**config.mk**
```make
export PLATFORM = sky130hd
export DESIGN_NAME = pdab_top
export DESIGN_NICKNAME = d
export VERILOG_FILES = /design/src/pkg/pdab_pkg.sv /design/src/rtl/pdab_dead_time.sv /design/src/rtl/pdab_top.sv
export SDC_FILE = /design/constraint.sdc
export NUM_CORES = 1
export LEC_CHECK = 0
export BUFFER_PORTS_ARGS = -buffer_cell sky130_fd_sc_hd__buf_2
export CAP_MARGIN = 20
export CORE_UTILIZATION = 30
export CTS_CLUSTER_SIZE = 40
export DETAILED_ROUTE_END_ITERATION = 10
export PLACE_DENSITY = 0.54
export SLEW_MARGIN = 20
export SYNTH_ARGS = -nofsm -noshare
export SYNTH_HDL_FRONTEND = slang
export SYNTH_SLANG_ARGS = --single-unit
```
**constraint.sdc**
```tcl
create_clock -name clk -period 6 [get_ports clk]
set_input_delay 1.5 -clock clk [delete_from_list [all_inputs] [get_ports clk]]
set_output_delay 1.5 -clock clk [all_outputs]
set_load 0.05 [all_outputs]
```
**src/pkg/pdab_pkg.sv**
```systemverilog
// Purpose: Shared constants for the PWM dead-time, alignment and break stage.
// Assumes: 8-bit special function register port with a page number.
// Notes: Offsets are the register addresses; page codes qualify shared ones.
package pdab_pkg;
  // ==========================================================================
  // Register addresses and pages
  localparam logic [7:0] PDAB_ADDR_AUX_BREAK = 8'ha1;
  localparam logic [7:0] PDAB_ADDR_AUX_FIFO_CLK = 8'ha4;
  localparam logic [3:0] PDAB_PAGE_AUX_FIFO_CLK = 4'h6;
  localparam logic [7:0] PDAB_ADDR_DEAD_TIME = 8'hbc;
  localparam logic [3:0] PDAB_PAGE_DEAD_TIME = 4'h1;
  localparam logic [7:0] PDAB_ADDR_PWM_CTRL = 8'hbc;
  localparam logic [3:0] PDAB_PAGE_PWM_CTRL = 4'h0;
  localparam logic [7:0] PDAB_ADDR_MODE_BASE = 8'hda;
  localparam logic [3:0] PDAB_PAGE_MODE_LOW = 4'h0;
  localparam int PDAB_NUM_CH = 6;
  localparam int PDAB_MODE_PAGED = 2;

  // ==========================================================================
  // Field positions
  localparam int PDAB_BIT_BREAK_FLAG = 4;
  localparam int PDAB_LSB_FIFO_SEL = 2;
  localparam int PDAB_LSB_DT_PRESCALE = 6;
  localparam int PDAB_BIT_CENTER = 7;
  localparam int PDAB_BIT_EXTEND = 6;
  localparam int PDAB_BIT_BREAK_MODE = 5;
  localparam int PDAB_LSB_SRC1 = 3;
  localparam int PDAB_LSB_SRC0 = 0;
  localparam int PDAB_BIT_DT_EN = 7;
  localparam int PDAB_BIT_CMP_EN = 6;
  localparam int PDAB_BIT_PWM_EN = 1;

  // ==========================================================================
  // Reset values
  localparam logic [7:0] PDAB_RST_REG = 8'h00;
  localparam logic [5:0] PDAB_DT_DISABLED = 6'h00;

  // ==========================================================================
  // Source selections
  typedef enum logic [1:0] {
    PDAB_S1_OFF = 2'b00,
    PDAB_S1_IRQ2 = 2'b01,
    PDAB_S1_RSVD = 2'b10,
    PDAB_S1_KBD = 2'b11
  } pdab_src1_t;

  localparam logic [2:0] PDAB_S0_IRQ1 = 3'b010;
  localparam logic [2:0] PDAB_S0_T2EX = 3'b011;
  localparam logic [2:0] PDAB_S0_KBD = 3'b100;

  typedef enum logic [1:0] {
    PDAB_FU_T0 = 2'b00,
    PDAB_FU_T1 = 2'b01,
    PDAB_FU_T3 = 2'b10,
    PDAB_FU_S0 = 2'b11
  } pdab_fifo_sel_t;

  localparam logic [1:0] PDAB_BREAK_LATCHED = 2'b00;
  localparam int PDAB_HOLD_W = 10;
endpackage

```
**src/rtl/pdab_dead_time.sv**
```systemverilog
// Purpose: Dead-time insertion for one complementary output pair.
// Assumes: dt_tick is a one-cycle pulse of the prescaled dead-time clock.
// Notes: A pulse shorter than the dead time leaves both outputs low.
`timescale 1ns/1ps
module pdab_dead_time #(
  parameter int DT_W = 6
) (
  // Clock and reset
  input wire logic clk,
  input wire logic rst_n,
  // Control
  input wire logic dt_tick,
  input wire logic [DT_W-1:0] dt_count,
  input wire logic dt_active,
  // Waveform
  input wire logic pwm_in,
  output logic out_high,
  output logic out_low
);
  logic level_q;
  logic [DT_W-1:0] cnt_q;

  // ==========================================================================
  // Edge tracking: both sides drop, the new side rises after the count
  always_ff @(posedge clk) begin
    if (!rst_n) begin
      level_q <= 1'b0;
      cnt_q <= '0;
      out_high <= 1'b0;
      out_low <= 1'b0;
    end else if (!dt_active) begin
      level_q <= pwm_in;
      cnt_q <= '0;
      out_high <= pwm_in;
      out_low <= ~pwm_in;
    end else if (pwm_in != level_q) begin
      level_q <= pwm_in;
      cnt_q <= dt_count;
      out_high <= 1'b0;
      out_low <= 1'b0;
    end else if (cnt_q != '0) begin
      if (dt_tick) begin
        cnt_q <= cnt_q - 1'b1;
      end
    end else begin
      out_high <= level_q;
      out_low <= ~level_q;
    end
  end
endmodule

```
**src/rtl/pdab_top.sv**
```systemverilog
// Purpose: Dead time, edge or centre alignment and break for PWM channels 0-5.
// Assumes: Raw PWM levels and cycle starts come from the shared compare engine.
// Notes: Register reads return one cycle after the address is presented.
`timescale 1ns/1ps

// Operation
// - Dead time works only on modules 0, 2 and 4 and only while their pair is buffered.
// - The dead-time counter runs on the system clock divided by 1, 2, 4 or 8.
// - A dead-time value of zero disables it, any other value inserts that many ticks.
// - Centre alignment, when enabled, runs channels 0-5 at half the edge-aligned rate.
// - Centre alignment supports only the 8, 10, 12 and 16-bit counter resolutions.
// - The extend bit lengthens each PWM period by twice the dead time.
// - Break mode bit 0 gives latched break, 1 gives cycle-by-cycle break.
// - Break source 1 picks off, external interrupt 2, reserved or keyboard match.
// - Break source 0 picks off, external interrupt 1, timer 2 input or keyboard match.
// - A firing break source sets the flag and blocks channels 0-5 back to port I/O.
// - Only software clears the flag, and software writing one triggers a break.
// - Bits 3 to 2 of the auxiliary register choose the FIFO data update clock.
// - All channels share one counter resolution and cycle start and run together.
// - Update clock codes pick timer 0, timer 1, timer 3 or serial timer overflow.
// - Pair enables join modules 0-1, 2-3 and 4-5 into buffered pairs.
module pdab_top
  import pdab_pkg::*;
#(
  parameter int NUM_CH = 6
) (
  // Clock and reset
  input wire logic clk,
  input wire logic rst_n,
  // Special function register port
  input wire logic [7:0] sfr_addr,
  input wire logic [3:0] sfr_page,
  input wire logic sfr_wr,
  input wire logic [7:0] sfr_wdata,
  output logic [7:0] sfr_rdata,
  // Compare engine side
  input wire logic [NUM_CH-1:0] pwm_raw,
  input wire logic pwm_cycle_start,
  input wire logic [2:0] pair_buffer_enable,
  input wire logic [1:0] counter_resolution,
  // Break event inputs
  input wire logic ext_irq1_event,
  input wire logic ext_irq2_event,
  input wire logic timer2_external_input,
  input wire logic keyboard_match_event,
  // Update clock sources
  input wire logic timer0_overflow,
  input wire logic timer1_overflow,
  input wire logic timer3_overflow,
  input wire logic serial0_timer_overflow,
  // Outputs to pins and counter
  output logic [NUM_CH-1:0] complementary_high,
  output logic [NUM_CH-1:0] complementary_low,
  output logic [NUM_CH-1:0] channel_pin_pwm_sel,
  output logic fifo_update_clock,
  output logic count_down,
  output logic counter_hold,
  output logic break_flag
);
  import pdab_pkg::*;

  // ==========================================================================
  // Registers
  logic break_flag_q;
  logic [1:0] fifo_sel_q;
  logic [7:0] dead_time_q;
  logic [7:0] pwm_ctrl_q;
  logic [7:0] mode_q [NUM_CH];
  logic [2:0] presc_q;
  logic cbc_block_q;
  logic dir_q;
  logic [PDAB_HOLD_W-1:0] hold_q;
  logic fifo_clk_q;
  logic [7:0] rdata_q;

  // ==========================================================================
  // Address decode
  wire hit_break = sfr_addr == PDAB_ADDR_AUX_BREAK;
  wire hit_fifo = sfr_addr == PDAB_ADDR_AUX_FIFO_CLK && sfr_page == PDAB_PAGE_AUX_FIFO_CLK;
  wire hit_dt = sfr_addr == PDAB_ADDR_DEAD_TIME && sfr_page == PDAB_PAGE_DEAD_TIME;
  wire hit_ctrl = sfr_addr == PDAB_ADDR_PWM_CTRL && sfr_page == PDAB_PAGE_PWM_CTRL;
  wire [7:0] mode_idx = sfr_addr - PDAB_ADDR_MODE_BASE;
  wire mode_in_range = sfr_addr >= PDAB_ADDR_MODE_BASE && mode_idx < 8'(NUM_CH);
  wire mode_page_ok = mode_idx >= 8'(PDAB_MODE_PAGED) || sfr_page == PDAB_PAGE_MODE_LOW;
  wire hit_mode = mode_in_range && mode_page_ok;

  // ==========================================================================
  // Control fields
  wire [1:0] dt_prescale = dead_time_q[PDAB_LSB_DT_PRESCALE +: 2];
  wire [5:0] dt_count = dead_time_q[5:0];
  wire dt_on = dt_count != PDAB_DT_DISABLED;
  wire center_align_enable = pwm_ctrl_q[PDAB_BIT_CENTER];
  wire extend_period = pwm_ctrl_q[PDAB_BIT_EXTEND];
  wire break_mode_select = pwm_ctrl_q[PDAB_BIT_BREAK_MODE];
  wire [1:0] src1_sel = pwm_ctrl_q[PDAB_LSB_SRC1 +: 2];
  wire [2:0] src0_sel = pwm_ctrl_q[PDAB_LSB_SRC0 +: 3];

  // ==========================================================================
  // Break sources; reserved codes never fire
  wire src1_fire = (src1_sel == PDAB_S1_IRQ2 && ext_irq2_event)
    || (src1_sel == PDAB_S1_KBD && keyboard_match_event);
  wire src0_fire = (src0_sel == PDAB_S0_IRQ1 && ext_irq1_event)
    || (src0_sel == PDAB_S0_T2EX && timer2_external_input)
    || (src0_sel == PDAB_S0_KBD && keyboard_match_event);
  wire hw_fire = src0_fire || src1_fire;
  wire sw_flag_wr = sfr_wr && hit_break;
  wire sw_trigger = sw_flag_wr && sfr_wdata[PDAB_BIT_BREAK_FLAG];
  wire break_fire = hw_fire || sw_trigger;

  // Flag: a hardware event in the clearing cycle wins over the clear
  wire flag_d = break_fire ? 1'b1 : (sw_flag_wr ? 1'b0 : break_flag_q);

  // Cycle-by-cycle block releases only at a cycle start with no event
  wire cbc_d = break_fire ? 1'b1 : (pwm_cycle_start ? 1'b0 : cbc_block_q);
  wire blocked = break_mode_select ? cbc_block_q : break_flag_q;

  // ==========================================================================
  // Dead-time prescaler: tick when the selected low bits are all ones
  wire [2:0] presc_mask = 3'((4'h1 << dt_prescale) - 4'h1);
  wire dt_tick = (presc_q & presc_mask) == presc_mask;

  // Period extension of 2P system clocks, P = count shifted by prescale
  // Widen before the shift, 2*63 shifted by 3 needs all ten bits
  wire [PDAB_HOLD_W-1:0] two_p_base = PDAB_HOLD_W'({dt_count, 1'b0});
  wire [PDAB_HOLD_W-1:0] two_p = two_p_base << dt_prescale;
  wire hold_load = extend_period && dt_on && pwm_cycle_start;

  // Update clock source for the FIFO duty chain
  logic fifo_src;
  always_comb begin
    unique case (pdab_fifo_sel_t'(fifo_sel_q))
      PDAB_FU_T0: fifo_src = timer0_overflow;
      PDAB_FU_T1: fifo_src = timer1_overflow;
      PDAB_FU_T3: fifo_src = timer3_overflow;
      PDAB_FU_S0: fifo_src = serial0_timer_overflow;
    endcase
  end

  // ==========================================================================
  // Register writes
  always_ff @(posedge clk) begin
    if (!rst_n) begin
      fifo_sel_q <= 2'h0;
      dead_time_q <= PDAB_RST_REG;
      pwm_ctrl_q <= PDAB_RST_REG;
    end else if (sfr_wr) begin
      if (hit_fifo) begin
        fifo_sel_q <= sfr_wdata[PDAB_LSB_FIFO_SEL +: 2];
      end
      if (hit_dt) begin
        dead_time_q <= sfr_wdata;
      end
      if (hit_ctrl) begin
        pwm_ctrl_q <= sfr_wdata;
      end
    end
  end

  // Per-module mode registers
  always_ff @(posedge clk) begin
    for (int i = 0; i < NUM_CH; i++) begin
      if (!rst_n) begin
        mode_q[i] <= PDAB_RST_REG;
      end else if (sfr_wr && hit_mode && mode_idx == 8'(i)) begin
        mode_q[i] <= sfr_wdata;
      end
    end
  end

  // ==========================================================================
  // Break state
  always_ff @(posedge clk) begin
    if (!rst_n) begin
      break_flag_q <= 1'b0;
      cbc_block_q <= 1'b0;
    end else begin
      break_flag_q <= flag_d;
      cbc_block_q <= cbc_d;
    end
  end

  // Prescaler, alignment direction, extension hold, update pulse
  always_ff @(posedge clk) begin
    if (!rst_n) begin
      presc_q <= 3'h0;
      dir_q <= 1'b0;
      hold_q <= '0;
      fifo_clk_q <= 1'b0;
    end else begin
      presc_q <= presc_q + 3'h1;
      // Direction flips each cycle start so one up-down sweep spans two cycles
      dir_q <= center_align_enable && (dir_q ^ pwm_cycle_start);
      if (hold_load) begin
        hold_q <= two_p;
      end else if (hold_q != '0) begin
        hold_q <= hold_q - 1'b1;
      end
      fifo_clk_q <= fifo_src;
    end
  end

  // ==========================================================================
  // Channels: even modules may drive a dead-timed complementary pair
  genvar p;
  generate
    for (p = 0; p < NUM_CH / 2; p++) begin : g_pair
      wire ev_en = mode_q[2*p][PDAB_BIT_CMP_EN] && mode_q[2*p][PDAB_BIT_PWM_EN];
      wire od_en = mode_q[2*p+1][PDAB_BIT_CMP_EN] && mode_q[2*p+1][PDAB_BIT_PWM_EN];
      wire dt_act = mode_q[2*p][PDAB_BIT_DT_EN] && pair_buffer_enable[p] && dt_on;
      logic hi;
      logic lo;
      pdab_dead_time #(.DT_W(6)) u_dt (
        .clk(clk),
        .rst_n(rst_n),
        .dt_tick(dt_tick),
        .dt_count(dt_count),
        .dt_active(dt_act),
        .pwm_in(pwm_raw[2*p]),
        .out_high(hi),
        .out_low(lo)
      );
      // Odd module follows the low side only while dead time owns the pair
      assign complementary_high[2*p] = hi;
      assign complementary_low[2*p] = lo;
      assign complementary_high[2*p+1] = dt_act ? lo : pwm_raw[2*p+1];
      assign complementary_low[2*p+1] = dt_act ? hi : ~pwm_raw[2*p+1];
      assign channel_pin_pwm_sel[2*p] = ev_en && !blocked;
      assign channel_pin_pwm_sel[2*p+1] = od_en && !blocked;
    end
  endgenerate

  // ==========================================================================
  // Read mux, registered; unmapped addresses read zero
  logic [7:0] rd_mux;
  always_comb begin
    rd_mux = 8'h00;
    if (hit_break) begin
      rd_mux[PDAB_BIT_BREAK_FLAG] = break_flag_q;
    end else if (hit_fifo) begin
      rd_mux[PDAB_LSB_FIFO_SEL +: 2] = fifo_sel_q;
    end else if (hit_dt) begin
      rd_mux = dead_time_q;
    end else if (hit_ctrl) begin
      rd_mux = pwm_ctrl_q;
    end else if (hit_mode) begin
      rd_mux = mode_q[mode_idx[2:0]];
    end
  end

  always_ff @(posedge clk) begin
    if (!rst_n) begin
      rdata_q <= 8'h00;
    end else begin
      rdata_q <= rd_mux;
    end
  end

  // ==========================================================================
  // Outputs
  assign sfr_rdata = rdata_q;
  assign fifo_update_clock = fifo_clk_q;
  assign count_down = dir_q;
  assign counter_hold = hold_q != '0;
  assign break_flag = break_flag_q;
endmodule

```
==> results of run 1 <==
==> kinds of logic (layout without fill, tap and decap cells) <==
family          Yosys count  count (layout)  share of synthesized area (%)
compound gates          150             150                          14.58
xor+xnor                 17              17                          2.285
fa+ha+maj                17              17                          3.265
buf+inv                  74             136                          4.993
flops                   118             118                          43.63
mux                      28              28                          6.107
simple gates            301             301                          25.14
==> power by group <==
| group | leakage, nW | switching [mW] | internal, mW | total (mW) |
|---|---|---|---|---|
| registers | 1.02 | 0.0353 | 0.885 | 0.920 |
| clock network | 0.307 | 0.373 | 0.731 | 1.10 |
| logic | 1.46 | 0.230 | 0.144 | 0.374 |
==> flip-flops by register name, summed over array words and instances, names as in the netlist <==
register / flops
mode_q: 48
g_pair.u_dt.cnt_q: 18
hold_q: 10
dead_time_q: 8
pwm_ctrl_q: 8
sfr_rdata: 8
g_pair.u_dt.level_q: 3
g_pair.u_dt.out_high: 3
g_pair.u_dt.out_low: 3
presc_q: 3
fifo_sel_q: 2
break_flag: 1
cbc_block_q: 1
count_down: 1
fifo_update_clock: 1
==> per-layer routing <==
layer  vias to the layer above  wire, um  track usage (%)
met5                         -        10                0
met4                         2       293            5.714
met3                        20       844            3.731
met2                       149      7991            25.67
met1                      2618      8682            22.67
li1                       2701         -                -
==> worst register-to-register path, delay by kind of cell (launching register included) <==
kind                   cells  cell delay [ps]
AO/OA/AOI/OAI              2              610
buffers and inverters      1              260
flip-flops                 1              450
AND/OR/NAND/NOR            2              900
==> cell type report <==
| type | instances | area [um2] |
|---|---|---|
| clock buffer | 17 | 425.4 |
| clock inverter | 15 | 210.2 |
| fill | 2137 | 13470 |
| inverter | 24 | 90.09 |
| multi-input combinational | 513 | 3347 |
| sequential | 118 | 2843 |
| tap | 275 | 344.1 |
| timing repair buffer | 80 | 425.4 |
==> cell usage in the layout, fill, tap and decap left out, types with 5 or more instances in the layout <==
cell,n
nand2_1,85
dfxtp_1,70
buf_2,70
edfxtp_1,48
nor2_1,47
o21ai_0,45
a21oi_1,39
nor3_1,37
nand3_1,33
inv_1,21
a31oi_1,18
ha_1,17
clkbuf_16,17
mux2i_1,15
or3_1,10
xnor2_1,10
buf_4,10
and3_1,9
a211oi_1,9
nand4_1,9
mux4_2,9
nor4_2,9
nand2b_1,8
nor4b_1,8
xor2_1,7
and4_1,7
and2_1,7
nor4_1,5
clkinv_1,5
nor2b_1,5
bufinv_16,5
==> worst paths after layout <==
path | start | endpoint | cells past startpoint
hold / removal | presc_q[0] | presc_q[0] | 1
setup reg to reg | dead_time_q[1] | hold_q[9] | 5
hold reg to reg | presc_q[0] | presc_q[0] | 1
setup / recovery | sfr_addr[1] | mode_q[5][2] | 9
==> through the flow <==
step	power, mW	util, %	hold WS, ps
2_1_floorplan	1.219	-	429.7
3_3_place_gp	1.309	33.32	448.3
3_5_place_dp	1.311	33.32	449.3
4_1_cts	2.420	36.33	462.6
5_1_grt	2.507	36.33	506.1
6_report	2.398	36.33	464.6
==> summary.txt, run 1 <==
Outcome - completed
Synthesized flop and latch total - 118
Commonest cells post-synth - nand2_1, dfxtp_1, edfxtp_1
CP cell instances - buf_2 > inv_1 > ha_1 > and4b_1 > or3_4 > a221oi_4 > nand4_4 > o21ai_0 > buf_4
VDD IR max - 0.1769 mV
Most numerous cell in the Yosys netlist - nand2_1
Placed cells - 1,010
Die Wd - 149.4 um
Cell count after synthesis - 705
Starting DRT DRC Count - 431
Full die area - 22,310 um2
Drt drc - 0
Crit Path Max Fanout - 27
Ys Warns - 0
Setup TNS - 0 ps
Hold Vio Cnt, Final - 0
Core Area - 21,150 um2
Avg Cell Area, Syn - 9.241 um2
Post-Layout Cell Count - 1,042
Final min period - 4518 ps
Max-slew headroom - 42.74%
Initial antenna violation count - 2
Sequential fraction of the synthesis area - 43.63%
Crit path required time - 6130 ps
Avg WL per Cell - 17.10 um
Largest delay share family, worst path - compound AO/OA/AOI/OAI gates
Fmax achieved - 221.3 MHz
TritonCTS Buffers - 17
Cell Rows - 53
Mapped Nets - 765
Hold Crit Class - reg -> reg
Synth Flop Type - dfxtp_1
Worst path bufs/invs - 3
Overflow after GRT - 0
Aggregate routed wire length - 17,820 um
Overall Global Routing Usage - 16.62%
Post-route cell area - 7685 um2
Fin crit share - 75.30%
Setup violators final - 0
RSZ-0062 raised after global routing - no
Drt pass-1 iters - 5
CP arrival - 4650 ps
Synth top area share - 22.12%
Setup WS post-layout - 1482 ps
CP endpoint kind - register
Reg clk slew, reported paths - 60 ps
Startpoint types - input pin
CTS tree - yes
# clock sinks - 118
Max stage delay on crit path - 600 ps
PD cells - 312.0 nW/um2
Mapped cell area - 6515 um2
Worst-Skew Late Latency - 420 ps
Pin count of the biggest net entering global routing - 40
Setup Buffers After CTS - 0
Crit path kind - in -> reg
Layout cells sized above 1 - 18.38%
# resized after CTS - 0
Initial Utilization - 30.80%
H-tree depth - 4
First-pass GRT wire length - 28,190 um
Max_cap viols - 0
ANT cells - 0
Slowest cell on crit path - o21ai_0
Post-route ant nets - 0
R2R setup slack - 3680 ps
Via count - 5,490
Place WS - 1080 ps
P&R area growth vs syn - 17.96%
Slew Viols, Final - 0
I/O pins - 73
Die Y - 149.4 um
Largest cells by area after synthesis - edfxtp_1, dfxtp_1, nand2_1
Number of port buffers - 70
Setup Skew - 8.577 ps
CTS Hold Bufs - 0
Post-synth EDFFs - 48
Vias in the first global route - 5,153
Actual slew at the worst max-slew pin - 851.1 ps
Nets - 814
Placer Congestion - 0.7885
Area after DPL - 7049 um2
Via density - 5.269
Root buffer cell - clkbuf_16
Leakage - 2.795 nW
Synth cell types - 64
Synth async-reset ratio - 0%
Yosys top cell by area - edfxtp_1
Post-DP HPWL - 12,510 um
Bufs on Longest Clock Path - 2
Note: power is estimated with default switching activity, not from simulation.
==> run 2, diff against run 1 <==
==> constraint.sdc (replaced) <==
create_clock -name clk -period 4.5 [get_ports clk]
set_input_delay 1.125 -clock clk [delete_from_list [all_inputs] [get_ports clk]]
set_output_delay 1.125 -clock clk [all_outputs]
set_load 0.05 [all_outputs]
==> summary.txt, run 2 (synthesis results as in run 1) <==
Outcome - completed
CTS Hold Bufs - 0
Seq pwr share - 38.8%
Setup violators final - 0
Die Wd - 149.4 um
P&R area growth vs syn - 18.59%
Hold Crit Class - reg -> reg
Via density - 5.208
Worst path bufs/invs - 2
TritonCTS Buffers - 17
Crit path kind - reg -> out
# resized after CTS - 0
Setup WS post-layout - 760.9 ps
Hold Vio Cnt, Final - 0
Layout cells sized above 1 - 19.33%
Placer Congestion - 0.8141
Setup Buffers After CTS - 0
Starting DRT DRC Count - 401
Root buffer cell - clkbuf_16
Gate power share - 16.1%
Worst-Skew Late Latency - 420 ps
Most common cell after layout, fill and taps aside - nand2_1
Post-DP HPWL - 12,720 um
First-pass GRT wire length - 28,320 um
CP endpoint kind - primary output
CP cell instances - nor4_1 > buf_4 > a21o_1 > nor2_1 > a21oi_1 > buf_2
Internal - 2.292 mW
Leading cell types in the layout, fill and taps excluded - nand2_1, buf_2, dfxtp_1
Max_cap viols - 0
Aggregate routed wire length - 17,850 um
Hold slack - 457.3 ps
Initial antenna violation count - 2
Max stage delay on crit path - 790 ps
H-tree depth - 4
Die Y - 149.4 um
Slowest cell on crit path - nor4_1
Core Area - 21,150 um2
Vias in the first global route - 5,162
Design Power - 3.156 mW
Avg WL per Cell - 16.98 um
Reg clk slew, reported paths - 60 ps
Pin count of the biggest net entering global routing - 34
Via count - 5,474
Biggest regs - mode_q (48), g_pair.u_dt.cnt_q (18), hold_q (10)
Switching Power - 0.8640 mW
Area after DPL - 7114 um2
Initial Utilization - 30.80%
# clock sinks - 118
Placed cells - 1,019
CTS tree - yes
Leakage - 2.819 nW
Largest Register - mode_q
Bufs on Longest Clock Path - 2
Nets - 823
Actual slew at the worst max-slew pin - 860.3 ps
VDD IR max - 0.2792 mV
Post-route ant nets - 0
Overflow after GRT - 0
Multi-input logic area - 3347 um2
Crit Path Max Fanout - 8
Post-Layout Cell Count - 1,051
I/O pins - 73
Drt pass-1 iters - 5
Number of port buffers - 70
Setup Skew - 6.334 ps
Final min period - 3739 ps
Register area - 2843 um2
Post-route cell area - 7726 um2
PD cells - 408.5 nW/um2
Place WS - 544.0 ps
Fmax achieved - 267.4 MHz
Largest delay share family, worst path - simple AND/OR/NAND/NOR gates
Sw frac - 27.37%
Drt drc - 0
Max-slew headroom - 42.12%
Startpoint types - register
CP arrival - 2610 ps
Share of total power in the clock network - 45.1%
Full die area - 22,310 um2
Overall Global Routing Usage - 16.71%
Largest register FFs - 48
ANT cells - 0
Fin crit share - 83.09%
Filler Cells Inserted - 2,162
Setup TNS - 0 ps
Final Util - 36.52%
RSZ-0062 raised after global routing - no
Slew Viols, Final - 0
Crit path required time - 3380 ps
Cell Rows - 53
-- run 2: cell types whose count changed in the layout (fill, tap and decap cells not counted), sizes merged --
| cell | before | now |
|---|---|---|
| buf | 80 | 89 |
| clkinvlp | 2 | 4 |
| bufinv | 5 | 4 |
| clkinv | 11 | 10 |
-- run 2: worst paths after layout --
kind,from,end,slack (ps),cells past startpoint
setup / recovery,dead_time_q[2],complementary_low[1],760,6
hold / removal,presc_q[0],presc_q[0],460,1
setup reg to reg,dead_time_q[7],g_pair[2].u_dt.cnt_q[4],2160,6
hold reg to reg,presc_q[0],presc_q[0],460,1
-- run 2: cell type report --
class,instances,area share (%)
flip-flops and latches,118,36.79
multi-input cells,513,43.32
clock buffers,17,5.506
repair buffers,89,6.348
well taps,275,4.453
inverters,24,1.166
clock inverters,15,2.413
-- run 2: worst reg2reg max path, cell delays in order, from the launching register on --
cell and delay [ps]:
dfxtp_1 500, nor2b_1 250, o21ai_0 460, buf_2 280
nand4_1 170, or4_1 440, a31oi_1 160
-- run 2: power by group through the flow --
stage,combinational [mW],clock (mW),sequential (mW)
after global placement,0.505,0,1.25
final,0.509,1.42,1.23
after global routing,0.569,1.49,1.24
after CTS,0.510,1.45,1.23
after floorplan,0.388,0,1.24
after detailed placement,0.509,0,1.25
-- run 2: metal layers --
layer  global-route usage [%]  routed length [um]  share of wire [%]
met1                    23.67                8719                 49
met2                    24.79                7841                 44
met3                    3.272                 955                5.4
met4                    6.429                 320                1.8
met5                        0                  12              0.067
